File: config.mk
export PLATFORM = sky130hd
export DESIGN_NAME = ppfs_supervisor
export DESIGN_NICKNAME = d
export VERILOG_FILES = /design/src/rtl/ppfs_pkg.sv /design/src/rtl/ppfs_supervisor.sv
export SDC_FILE = /design/constraint.sdc
export NUM_CORES = 1
export LEC_CHECK = 0
export BUFFER_PORTS_ARGS = -buffer_cell sky130_fd_sc_hd__buf_2
export CAP_MARGIN = 20
export CELL_PAD_IN_SITES_DETAIL_PLACEMENT = 1
export CELL_PAD_IN_SITES_GLOBAL_PLACEMENT = 1
export CORE_MARGIN = 5
export CORE_UTILIZATION = 43
export DETAILED_ROUTE_END_ITERATION = 10
export PLACE_DENSITY = 0.76
export SYNTH_ARGS = -nofsm -noshare
export SYNTH_HDL_FRONTEND = slang
export SYNTH_SLANG_ARGS = --single-unit
File: constraint.sdc
create_clock -name i_clk -period 13.85 [get_ports i_clk]
set_input_delay 1.385 -clock i_clk [delete_from_list [all_inputs] [get_ports i_clk]]
set_output_delay 1.385 -clock i_clk [all_outputs]
set_load 0.1 [all_outputs]
File: src/rtl/ppfs_pkg.sv
// Purpose: Shared constants for the port fault supervisor.
// Assumes: 50 MHz system clock; register offsets are byte addresses.
// Notes: Long counts are also top-level parameters so tests can shorten them.
`default_nettype none
package ppfs_pkg;
    // Clock rate and the timing figures in their own units.
    localparam int unsigned CLK_HZ = 50_000_000;
    localparam int unsigned T_OVL_MS = 60;
    localparam int unsigned T_HLIM_US = 1700;
    localparam int unsigned T_SWF_US = 180;
    localparam int unsigned T_DIS_MS = 350;
    localparam int unsigned T_INR_MS = 50;
    localparam int unsigned ADC_SLOW_SPS = 14;
    localparam int unsigned ADC_FAST_SPS = 440;
    // Derived cycle counts.
    localparam int unsigned OVL_CYC = T_OVL_MS * (CLK_HZ / 1000);
    localparam int unsigned HLIM_UNIT_CYC = T_HLIM_US * (CLK_HZ / 1_000_000);
    localparam int unsigned SWF_CYC = T_SWF_US * (CLK_HZ / 1_000_000);
    localparam int unsigned DIS_CYC = T_DIS_MS * (CLK_HZ / 1000);
    localparam int unsigned INR_CYC = T_INR_MS * (CLK_HZ / 1000);
    localparam int unsigned ADC_SLOW_CYC = CLK_HZ / ADC_SLOW_SPS;
    localparam int unsigned ADC_FAST_CYC = CLK_HZ / ADC_FAST_SPS;
    // Overload timer counts up by this step and down by one.
    localparam int unsigned OVL_UP_STEP = 16;
    // Register offsets.
    localparam logic [7:0] REG_CTRL = 8'h00;
    localparam logic [7:0] REG_HLTIME = 8'h04;
    localparam logic [7:0] REG_LIMIT = 8'h08;
    localparam logic [7:0] REG_STATUS = 8'h0C;
    localparam logic [7:0] REG_FAULT = 8'h10;
    localparam logic [7:0] REG_VOLT = 8'h14;
    localparam logic [7:0] REG_CURR = 8'h18;
    // Control register fields.
    localparam int CTRL_ON = 0;
    localparam int CTRL_OFF = 1;
    localparam int CTRL_DCEN = 2;
    localparam int CTRL_ACEN = 3;
    localparam int CTRL_FAST = 4;
    localparam int CTRL_PRST = 5;
    localparam int CTRL_HALF = 6;
    localparam logic [31:0] CTRL_RST = 32'h0000_0004;
    // Fault register fields.
    localparam int FLT_OVL = 0;
    localparam int FLT_HLIM = 1;
    localparam int FLT_DISC = 2;
    localparam int FLT_INR = 3;
    localparam int FLT_SWF = 4;
    localparam int FLT_W = 5;
    // Hard-limit codes for 425 mA at each sense resistance and for 850 mA at the half-ohm one.
    localparam logic [7:0] LIM_425_QTR = 8'h80;
    localparam logic [7:0] LIM_425_HALF = 8'h00;
    localparam logic [7:0] LIM_850_HALF = 8'h40;
    localparam int HLT_W = 4;
    localparam int ADC_ZERO_BITS = 5;
    localparam int RB_VALID = 16;
    typedef enum logic [1:0] {
        ST_OFF, ST_INRUSH, ST_ON, ST_SWFAIL
    } ppfs_state_e;
endpackage
`default_nettype wire

File: src/rtl/ppfs_supervisor.sv
// Purpose: Digital fault supervision for one power-sourcing port.
// Assumes: Comparator inputs are synchronous to i_clk.
// Notes: Register reads return data in the cycle after the read strobe.
//
// Chosen here: strobed register access and the placing of the registers.
`default_nettype none
module ppfs_supervisor
    import ppfs_pkg::*;
#(
    parameter int unsigned P_OVL_CYC = OVL_CYC,
    parameter int unsigned P_HLIM_UNIT_CYC = HLIM_UNIT_CYC,
    parameter int unsigned P_SWF_CYC = SWF_CYC,
    parameter int unsigned P_DIS_CYC = DIS_CYC,
    parameter int unsigned P_INR_CYC = INR_CYC,
    parameter int unsigned P_ADC_SLOW_CYC = ADC_SLOW_CYC,
    parameter int unsigned P_ADC_FAST_CYC = ADC_FAST_CYC
) (
    input wire logic i_clk,
    input wire logic i_rst,
    input wire logic [7:0] i_addr,
    input wire logic [31:0] i_wdata,
    input wire logic i_wr,
    input wire logic i_rd,
    output logic [31:0] o_rdata,
    input wire logic i_over_cut,
    input wire logic i_over_lim,
    input wire logic i_under_min,
    input wire logic i_inrush_over,
    input wire logic i_out_not_up,
    input wire logic i_sw_abnormal,
    input wire logic i_adc_done,
    input wire logic [15:0] i_adc_volt,
    input wire logic [15:0] i_adc_curr,
    output logic o_port_en,
    output logic [7:0] o_limit_code,
    output logic o_gate_weak,
    output logic o_adc_fast,
    output logic o_adc_start
);
    localparam logic [25:0] OVL_LIM = 26'(P_OVL_CYC * OVL_UP_STEP);
    localparam logic [25:0] OVL_STEP = 26'(OVL_UP_STEP);
    localparam logic [20:0] HL_UNIT = 21'(P_HLIM_UNIT_CYC);
    localparam logic [15:0] SWF_LIM = 16'(P_SWF_CYC);
    localparam logic [25:0] DIS_LIM = 26'(P_DIS_CYC);
    localparam logic [25:0] INR_LIM = 26'(P_INR_CYC);
    localparam logic [21:0] ADC_SLOW = 22'(P_ADC_SLOW_CYC);
    localparam logic [21:0] ADC_FAST = 22'(P_ADC_FAST_CYC);

    ppfs_state_e state_reg, state_next;
    logic [31:0] ctrl_reg;
    logic [HLT_W-1:0] hltime_reg;
    logic [7:0] limit_reg;
    logic [FLT_W-1:0] fault_reg, fault_set;
    logic [25:0] ovl_reg, dis_reg, inr_reg;
    logic [20:0] hl_reg;
    logic [HLT_W-1:0] hl_mult_reg;
    logic [15:0] swf_reg;
    logic [21:0] adc_cnt_reg;
    logic [16:0] volt_reg, curr_reg;
    logic [7:0] lim_default;
    logic powered, dis_en, wr_ctrl, on_cmd, off_cmd, prst_cmd;
    logic ovl_exp, hl_exp, dis_exp, inr_exp, inr_fault, swf_exp;
    logic ovl_up;

    // The 425 mA code depends on which sense resistor is fitted.
    assign lim_default = ctrl_reg[CTRL_HALF] ? LIM_425_HALF : LIM_425_QTR;
    assign powered = (state_reg == ST_ON) || (state_reg == ST_INRUSH);
    // AC enable is accepted but simply selects DC detection.
    assign dis_en = ctrl_reg[CTRL_DCEN] | ctrl_reg[CTRL_ACEN];
    assign wr_ctrl = i_wr && (i_addr == REG_CTRL);
    assign on_cmd = wr_ctrl && i_wdata[CTRL_ON];
    assign off_cmd = wr_ctrl && i_wdata[CTRL_OFF];
    assign prst_cmd = wr_ctrl && i_wdata[CTRL_PRST];

    // Timer expiry events.
    assign ovl_up = i_over_cut || (hltime_reg == '0 && i_over_lim);
    assign ovl_exp = (state_reg == ST_ON) && ovl_up &&
                     (ovl_reg >= OVL_LIM - OVL_STEP);
    assign hl_exp = (state_reg == ST_ON) && (hltime_reg != '0) &&
                    i_over_lim && (hl_mult_reg == hltime_reg - 1'b1) &&
                    (hl_reg == HL_UNIT - 1'b1);
    assign dis_exp = (state_reg == ST_ON) && dis_en && i_under_min &&
                     (dis_reg == DIS_LIM - 1'b1);
    assign inr_exp = (state_reg == ST_INRUSH) && (inr_reg == INR_LIM - 1'b1);
    // An absent switch never brings the output up, so it lands here.
    assign inr_fault = inr_exp && (i_inrush_over || i_out_not_up);
    assign swf_exp = (state_reg != ST_SWFAIL) && i_sw_abnormal &&
                     (swf_reg == SWF_LIM - 1'b1);

    // Port state; a switch failure outranks every other event.
    always_comb begin
        state_next = state_reg;
        case (state_reg)
            ST_OFF: begin
                if (on_cmd) begin
                    state_next = ST_INRUSH;
                end
            end
            ST_INRUSH: begin
                if (off_cmd || inr_fault) begin
                    state_next = ST_OFF;
                end else if (inr_exp) begin
                    state_next = ST_ON;
                end
            end
            ST_ON: begin
                if (off_cmd || ovl_exp || hl_exp || dis_exp) begin
                    state_next = ST_OFF;
                end
            end
            default: begin
                if (prst_cmd) begin
                    state_next = ST_OFF; // Host port reset.
                end
            end
        endcase
        if (swf_exp) begin
            state_next = ST_SWFAIL;
        end
    end

    always_ff @(posedge i_clk or posedge i_rst) begin
        if (i_rst) begin
            state_reg <= ST_OFF;
        end else begin
            state_reg <= state_next;
        end
    end

    // Switch drive outputs follow the next state so they are registered.
    always_ff @(posedge i_clk or posedge i_rst) begin
        if (i_rst) begin
            o_port_en <= 1'b0;
            o_gate_weak <= 1'b0;
        end else begin
            o_port_en <= (state_next == ST_ON) || (state_next == ST_INRUSH);
            o_gate_weak <= (state_next == ST_SWFAIL);
        end
    end

    // Control and timer-duration registers; command bits are self-clearing.
    always_ff @(posedge i_clk or posedge i_rst) begin
        if (i_rst) begin
            ctrl_reg <= CTRL_RST;
            hltime_reg <= '0;
        end else begin
            if (wr_ctrl) begin
                ctrl_reg <= i_wdata & 32'h0000_005C;
            end
            if (i_wr && i_addr == REG_HLTIME) begin
                hltime_reg <= i_wdata[HLT_W-1:0];
            end
        end
    end

    // Programmed limit; hardware puts back 425 mA whenever power drops,
    // which wins over a host write in the same cycle.
    always_ff @(posedge i_clk or posedge i_rst) begin
        if (i_rst) begin
            limit_reg <= LIM_425_QTR;
        end else if (powered && !(state_next == ST_ON ||
                                  state_next == ST_INRUSH)) begin
            limit_reg <= lim_default;
        end else if (i_wr && i_addr == REG_LIMIT) begin
            limit_reg <= i_wdata[7:0];
        end
    end

    // The comparator sees 425 mA during inrush and while off.
    always_ff @(posedge i_clk or posedge i_rst) begin
        if (i_rst) begin
            o_limit_code <= LIM_425_QTR;
        end else if (state_next == ST_ON) begin
            o_limit_code <= limit_reg;
        end else begin
            o_limit_code <= lim_default;
        end
    end

    // Sticky faults: write one to clear, but a new event wins the cycle.
    always_comb begin
        fault_set = '0;
        fault_set[FLT_OVL] = ovl_exp && !swf_exp;
        fault_set[FLT_HLIM] = hl_exp && !swf_exp;
        fault_set[FLT_DISC] = dis_exp && !swf_exp;
        fault_set[FLT_INR] = inr_fault && !swf_exp;
        fault_set[FLT_SWF] = swf_exp;
    end

    always_ff @(posedge i_clk or posedge i_rst) begin
        if (i_rst) begin
            fault_reg <= '0;
        end else if (i_wr && i_addr == REG_FAULT) begin
            fault_reg <= (fault_reg & ~i_wdata[FLT_W-1:0]) | fault_set;
        end else begin
            fault_reg <= fault_reg | fault_set;
        end
    end

    // Overload accumulator in sixteenths: up by 16, down by 1.
    always_ff @(posedge i_clk or posedge i_rst) begin
        if (i_rst) begin
            ovl_reg <= '0;
        end else if (state_next != ST_ON) begin
            ovl_reg <= '0;
        end else if (ovl_up) begin
            ovl_reg <= ovl_reg + OVL_STEP;
        end else if (ovl_reg != '0) begin
            ovl_reg <= ovl_reg - 1'b1;
        end
    end

    // Hard-limit timer: unit counter times a multiple of the field.
    always_ff @(posedge i_clk or posedge i_rst) begin
        if (i_rst) begin
            hl_reg <= '0;
            hl_mult_reg <= '0;
        end else if (state_next != ST_ON || hltime_reg == '0 ||
                     !i_over_lim) begin
            hl_reg <= '0;
            hl_mult_reg <= '0;
        end else if (hl_reg == HL_UNIT - 1'b1) begin
            hl_reg <= '0;
            hl_mult_reg <= hl_mult_reg + 1'b1;
        end else begin
            hl_reg <= hl_reg + 1'b1;
        end
    end

    // Disconnect timer restarts from zero whenever current returns.
    always_ff @(posedge i_clk or posedge i_rst) begin
        if (i_rst) begin
            dis_reg <= '0;
        end else if (state_next != ST_ON || !dis_en || !i_under_min) begin
            dis_reg <= '0;
        end else begin
            dis_reg <= dis_reg + 1'b1;
        end
    end

    // Inrush timer runs for the whole inrush period. It starts one edge
    // after entry, so the port spends exactly P_INR_CYC cycles in inrush.
    always_ff @(posedge i_clk or posedge i_rst) begin
        if (i_rst) begin
            inr_reg <= '0;
        end else if (state_reg != ST_INRUSH || state_next != ST_INRUSH) begin
            inr_reg <= '0;
        end else begin
            inr_reg <= inr_reg + 1'b1;
        end
    end

    // Switch abnormality must persist without a break to count.
    always_ff @(posedge i_clk or posedge i_rst) begin
        if (i_rst) begin
            swf_reg <= '0;
        end else if (!i_sw_abnormal || state_next == ST_SWFAIL) begin
            swf_reg <= '0;
        end else begin
            swf_reg <= swf_reg + 1'b1;
        end
    end

    // Sample pacing; the analog side converts on each start pulse.
    always_ff @(posedge i_clk or posedge i_rst) begin
        if (i_rst) begin
            adc_cnt_reg <= '0;
            o_adc_start <= 1'b0;
            o_adc_fast <= 1'b0;
        end else begin
            o_adc_fast <= ctrl_reg[CTRL_FAST];
            if (adc_cnt_reg >= (ctrl_reg[CTRL_FAST] ? ADC_FAST : ADC_SLOW)
                - 1'b1) begin
                adc_cnt_reg <= '0;
                o_adc_start <= 1'b1;
            end else begin
                adc_cnt_reg <= adc_cnt_reg + 1'b1;
                o_adc_start <= 1'b0;
            end
        end
    end

    // Results carry a valid bit that only lives while power is on.
    always_ff @(posedge i_clk or posedge i_rst) begin
        if (i_rst) begin
            volt_reg <= '0;
            curr_reg <= '0;
        end else if (!powered) begin
            volt_reg[RB_VALID] <= 1'b0;
            curr_reg[RB_VALID] <= 1'b0;
        end else if (i_adc_done) begin
            volt_reg <= {1'b1, i_adc_volt};
            curr_reg <= {1'b1, i_adc_curr};
            if (ctrl_reg[CTRL_FAST]) begin
                volt_reg[ADC_ZERO_BITS-1:0] <= '0;
                curr_reg[ADC_ZERO_BITS-1:0] <= '0;
            end
        end
    end

    // Read data appear one cycle after the strobe; unmapped reads zero.
    always_ff @(posedge i_clk or posedge i_rst) begin
        if (i_rst) begin
            o_rdata <= '0;
        end else if (i_rd) begin
            if (i_addr == REG_CTRL) begin
                o_rdata <= ctrl_reg;
            end else if (i_addr == REG_HLTIME) begin
                o_rdata <= {28'h0, hltime_reg};
            end else if (i_addr == REG_LIMIT) begin
                o_rdata <= {24'h0, limit_reg};
            end else if (i_addr == REG_STATUS) begin
                o_rdata <= {28'h0, o_gate_weak, o_port_en, state_reg};
            end else if (i_addr == REG_FAULT) begin
                o_rdata <= {27'h0, fault_reg};
            end else if (i_addr == REG_VOLT) begin
                o_rdata <= {15'h0, volt_reg};
            end else if (i_addr == REG_CURR) begin
                o_rdata <= {15'h0, curr_reg};
            end else begin
                o_rdata <= '0;
            end
        end else begin
            o_rdata <= '0;
        end
    end
endmodule
`default_nettype wire

==> Word-level counts from Yosys, hierarchy flattened <==
Cells that the tools add are included.
{ "totals": {"out_inout_bits": 44, "reg_bits": 242, "in_bits": 83} }
{ "op_classes": {"n_reduce_logical": 55, "muxes": 39, "n_lt_le_gt_ge": 2, "eq_ne": 21, "n_bitwise": 5, "addsub": 10} }
{ "ops": {"columns": ["cell", "count"], "rows": [
  ["$mux 17", 9],
  ["$mux 26", 5],
  ["$add 26x1->26 const B", 2],
  ["$mux 22", 2],
  ["$mux 21", 2],
  ["$mux 32", 1],
  ["$mux 8", 4],
  ["$add 26x5->26 const B", 1],
  ["$eq 26x22->1 const B", 1],
  ["$eq 26x25->1 const B", 1],
  ["$ge 26x26->1 const B", 1],
  ["$logic_and 1x1->1", 26],
  ["$reduce_bool 26->1", 1],
  ["$sub 26x1->26 const B", 1],
  ["$eq 8x5->1 const B", 3],
  ["$add 22x1->22 const B", 1],
  ["$ge 22x22->1", 1],
  ["$sub 22x1->22 const B", 1],
  ["$add 21x1->21 const B", 1],
  ["$eq 21x17->1 const B", 1],
  ["$add 16x1->16 const B", 1],
  ["$eq 16x14->1 const B", 1],
  ["$eq 8x4->1 const B", 2],
  ["$mux 16", 1],
  ["other kinds (26)", 62]
]} }

==> Logic depth before layout (Yosys ltp) <==
{ "logic_depth": {"ltp_word": 16, "mapped_depth": 12, "ltp_nobuf": 11} }

==> Worst setup path before layout <==
No wires, ideal clock.
{ "synth_timing": {"kind": "input port to flip-flop", "startpoint": "input port i_addr[3]", "endpoint": "register hl_reg[10]", "path_stages": 11, "setup_slack_ns": 10.079, "setup_ns": 0.071, "arrival_time_ns": 3.700, "cell_sequence": "buf_2 -> nor4_2 -> and2_1 -> buf_2 -> nand3_1 -> and3_4 -> a2111oi_4 -> o21ai_2 -> or3_1 -> buf_2 -> nor2_1"} }
{ "synth_between": {"elab_chain_len": 13} }
{ "synth_lines": {"columns": ["element", "line_no", "source"], "rows": [
  ["start, declared", "ppfs_supervisor.sv:20", "input wire logic [7:0] i_addr,"],
  ["$logic_not 8->1 *", "ppfs_supervisor.sv:70", "assign wr_ctrl = i_wr && (i_addr == REG_CTRL);"],
  ["$logic_and 1x1->1 *", "ppfs_supervisor.sv:70", null],
  ["$logic_and 1x1->1", "ppfs_supervisor.sv:72", "assign off_cmd = wr_ctrl && i_wdata[CTRL_OFF];"],
  ["$logic_or 1x1->1 (3 in series)", "ppfs_supervisor.sv:107", "if (off_cmd || ovl_exp || hl_exp || dis_exp) begin"],
  ["$mux 2", "ppfs_supervisor.sv:107", null],
  ["$pmux 2 s3 *", "ppfs_supervisor.sv:93", "case (state_reg)"],
  ["$mux 2 *", "ppfs_supervisor.sv:117", "if (swf_exp) begin"],
  ["$ne 2x2->1 *", "ppfs_supervisor.sv:218", "end else if (state_next != ST_ON || hltime_reg == '0 ||"],
  ["$logic_or 1x1->1 * (2 in series)", "ppfs_supervisor.sv:218", null],
  ["$mux 21 *", "ppfs_supervisor.sv:218", null],
  ["end signal, assigned", "ppfs_supervisor.sv:226", "hl_reg <= hl_reg + 1'b1;"],
  ["end, declared", "ppfs_supervisor.sv:55", "logic [20:0] hl_reg;"]
]} }
Every way passes the cells marked *; elsewhere a longest branch is shown, timed or not.
A chain may end at the register's enable or synchronous reset.

==> Worst setup path after layout <==
{ "layout_timing": {"startpoint": "input port i_over_lim", "endpoint": "register hl_reg[20]"} }
{ "layout_between": {"elab_chain_len": 14} }
{ "layout_lines": {"columns": ["element", "line_no", "source"], "rows": [
  ["start, declared", "ppfs_supervisor.sv:26", "input wire logic i_over_lim,"],
  ["$logic_and 1x1->1", "ppfs_supervisor.sv:76", "assign ovl_up = i_over_cut || (hltime_reg == '0 && i_over_lim);"],
  ["$logic_or 1x1->1", "ppfs_supervisor.sv:76", null],
  ["$logic_and 1x1->1 (2 in series)", "ppfs_supervisor.sv:77", "assign ovl_exp = (state_reg == ST_ON) && ovl_up &&"],
  ["$logic_or 1x1->1", "ppfs_supervisor.sv:107", null],
  ["$logic_or 1x1->1 * (2 in series)", "ppfs_supervisor.sv:107", null],
  ["$mux 2 *", "ppfs_supervisor.sv:107", null],
  ["$pmux 2 s3 *", "ppfs_supervisor.sv:93", null],
  ["$mux 2 *", "ppfs_supervisor.sv:117", null],
  ["net state_next[1]", "ppfs_supervisor.sv:49", "ppfs_state_e state_reg, state_next;"],
  ["$ne 2x2->1 *", "ppfs_supervisor.sv:218", null],
  ["$logic_or 1x1->1 * (2 in series)", "ppfs_supervisor.sv:218", null],
  ["$mux 21 *", "ppfs_supervisor.sv:218", null]
]} }
The timed path passes the listed nets; every way through them passes the cells marked *.

==> flow_summary.ini <==
[floorplanning]
die_y_microns = 172
rows = 59
coreArea_sq_um = 26000
dieArea_sq_um = 29700
initial_core_util_pct = 43.6
ios = 127
die_x_microns = 172

[timing]
finalMaxSlewViolations = 0
rsz0062_at_grt = false
min_period_over_period_pct = 31.0
hold_viol = 0
min_period_ps = 4290
tightest_slew_ps = 1010
holdWs_ps = 466
finalSetupTns_ps = 0
slew_headroom_pct = 32.3
setup_viol = 0
fin_skew_ps = 6.90
fmax_mhz = 233
setup_slack_ps = 9560

[global_route]
antenna_found_initial = 0
grt_start_max_net_pins = 147
grt_pass1_vias = 9162
grt_first_pass_wirelength_microns = 46600
grt-ovfl-total = 0
grt_usage_pct = 18.9

[power]
p_switching_mw = 0.364
p_per_area_nw_per_um2 = 120
cellLeakagePower_nw = 5.87
p_seq_share_pct = 45.8
internal_power_mw = 1.20
comb_power_share_pct = 6.9
clock_power_share_pct = 47.3
vdd_drop_max_v = 0.0000913
swShare_pct = 23.3
finalPower_mw = 1.56

[final_layout]
nets = 1339
synthToLayoutAreaGrowth_pct = 14.6
drive_gt1_share_pct = 14.7
antenna_cells = 0

[synth]
syn_inst = 1148
syn_area_sq_um = 11300
synth_ff_type = dfrtp_1
ys_seq_elements = 226
synth_seq_area_share_pct = 50.0
synthArstFlopShare_pct = 100
yosysWarnings = 0
postSynthAreaPerCell_sq_um = 9.87
synth.distinct_cells = 72
synth-edff-count = 0

[worst_setup_path]
cp-start-kind = input port
endpoint_kind = flop
worstPathArrival_ps = 4660
crit_fanout = 35
critical_path_required_ps = 14220
worstSetupPathType = in -> reg

[route]
ant_nets = 0
drt-initial-drc-count = 485
drc = 0
drt-wirelength-per-cell_microns = 17.8
route.vias.total = 8584
drtPass1Iterations = 4
vias_per_cell = 5.43
drt-total-wl_microns = 28200

[cts]
hold_buffers = 0
ctsResizeCount = 0
cts_max_path_buffers = 3
clkLatencyLatePin_ps = 520
cts_root_buf = clkbuf_16
postCtsSetupBuffers = 0
cts_buffers = 25
cts-htree-levels = 1
tritoncts = yes
clock-sinks = 226
clk_pin_slew_worst_paths_ps = 60

[place]
place_ws_ps = 8960
place_congestion = 0.801
dp_hpwl_microns = 19500
portBuffers = 87

[job]
max_cap_viol_count = 0

[outcome]
status = finished clean

[hold_path]
worstHoldPathType = reg -> reg
[cell families (layout without fill, tap and decap cells)]
| family | after synthesis | after routing | share of synthesized area [%] |
|---|---|---|---|
| and+or+nand+nor | 530 | 530 | 22.9 |
| DFF | 226 | 226 | 50.0 |
| xor gates and xnor gates | 129 | 129 | 9.97 |
| AOI/OAI and AO/OA | 117 | 117 | 7.20 |
| buffers and inverters | 80 | 165 | 3.26 |
| muxes | 39 | 39 | 3.78 |
| adders and majority gates | 26 | 26 | 2.87 |
| other | 1 | 15 | 0.0331 |
[cells in the final DEF (no fill, tap or decap), types with 27 or more instances in the layout]
cell type | synthesis | routed
dfrtp_1 | 223 | 223
o21ai_0 | 27 | 27
xor2_1 | 81 | 81
nor3_1 | 27 | 27
buf_2 | 9 | 87
nor2_1 | 183 | 183
nand4_1 | 29 | 29
xnor2_1 | 48 | 48
nand3_1 | 54 | 54
mux2_2 | 30 | 30
nand2_1 | 111 | 111
and3_1 | 29 | 29
[cell usage after synthesis, types with 21 or more instances]
cell type	number	area [sq um]
dfrtp_1	223	5580
nor2_1	183	687
nand2_1	111	417
xor2_1	81	709
nand3_1	54	270
xnor2_1	48	420
mux2_2	30	338
and3_1	29	181
nand4_1	29	181
inv_1	27	101
nor3_1	27	135
o21ai_0	27	135
a21oi_1	26	130
ha_1	26	325
clkbuf_1	25	93.8
and2_1	21	131
[critical path: stages]
cell and delay, ps:
buf_2 110, nor4bb_1 540, or2_2 360, o211a_1 260
a311oi_2 100, a311oi_2 550, inv_2 80, o21ai_2 70
buf_4 380, or3_1 670, nor2_1 120
[area by class of cell]
type | count | area, sq um
Multi-Input combinational cell | 856 | 5350
Clock buffer | 36 | 757
Clock inverter | 8 | 165
Inverter | 28 | 113
Timing Repair Buffer | 93 | 518
Sequential cell | 226 | 5660
Tap cell | 335 | 419
Fill cell | 2934 | 13000
[path summary, 6_finish.rpt]
check	start	end	slack, ps	depth (start not counted)
max	i_over_lim	hl_reg[20]$_DFF_PP0_	9560	11
min	dis_reg[0]$_DFF_PP0_	dis_reg[0]$_DFF_PP0_	470	1
max reg2reg	state_reg[1]$_DFF_PP0_	hl_reg[20]$_DFF_PP0_	9750	12
min reg2reg	dis_reg[0]$_DFF_PP0_	dis_reg[0]$_DFF_PP0_	470	1
max in group asynchronous	i_rst	o_limit_code[7]$_DFF_PP1_	11520	5
min in group asynchronous	i_rst	adc_cnt_reg[5]$_DFF_PP0_	800	2
[power groups by stage]
stage / clock [mW] / sequential (mW) / combinational, mW
after floorplan: 0 / 0.721 / 0.0785
after global placement: 0 / 0.725 / 0.103
after detailed placement: 0 / 0.727 / 0.107
after CTS: 0.754 / 0.715 / 0.108
after global routing: 0.785 / 0.719 / 0.120
final: 0.740 / 0.716 / 0.108
[layer usage]
| metal | part of all wire (%) | global-route usage, % | vias up |
|---|---|---|---|
| li1 | - | - | 4106 |
| met1 | 46 | 26.4 | 4304 |
| met2 | 48 | 31.5 | 129 |
| met3 | 4.4 | 2.61 | 45 |
| met4 | 2.1 | 4.07 | 0 |
| met5 | 0 | 0 | - |
[metrics by stage]
step           instances  instance area, sq um  util (%)
6_report            1582                 13000      50.0
5_1_grt             1582                 13000      50.0
4_1_cts             1579                 12900      49.7
3_5_place_dp        1535                 12000      46.2
3_3_place_gp        1535                 12000      46.2
2_1_floorplan       1162                 11400         -
No activity file was read; power rests on OpenSTA's default activity.
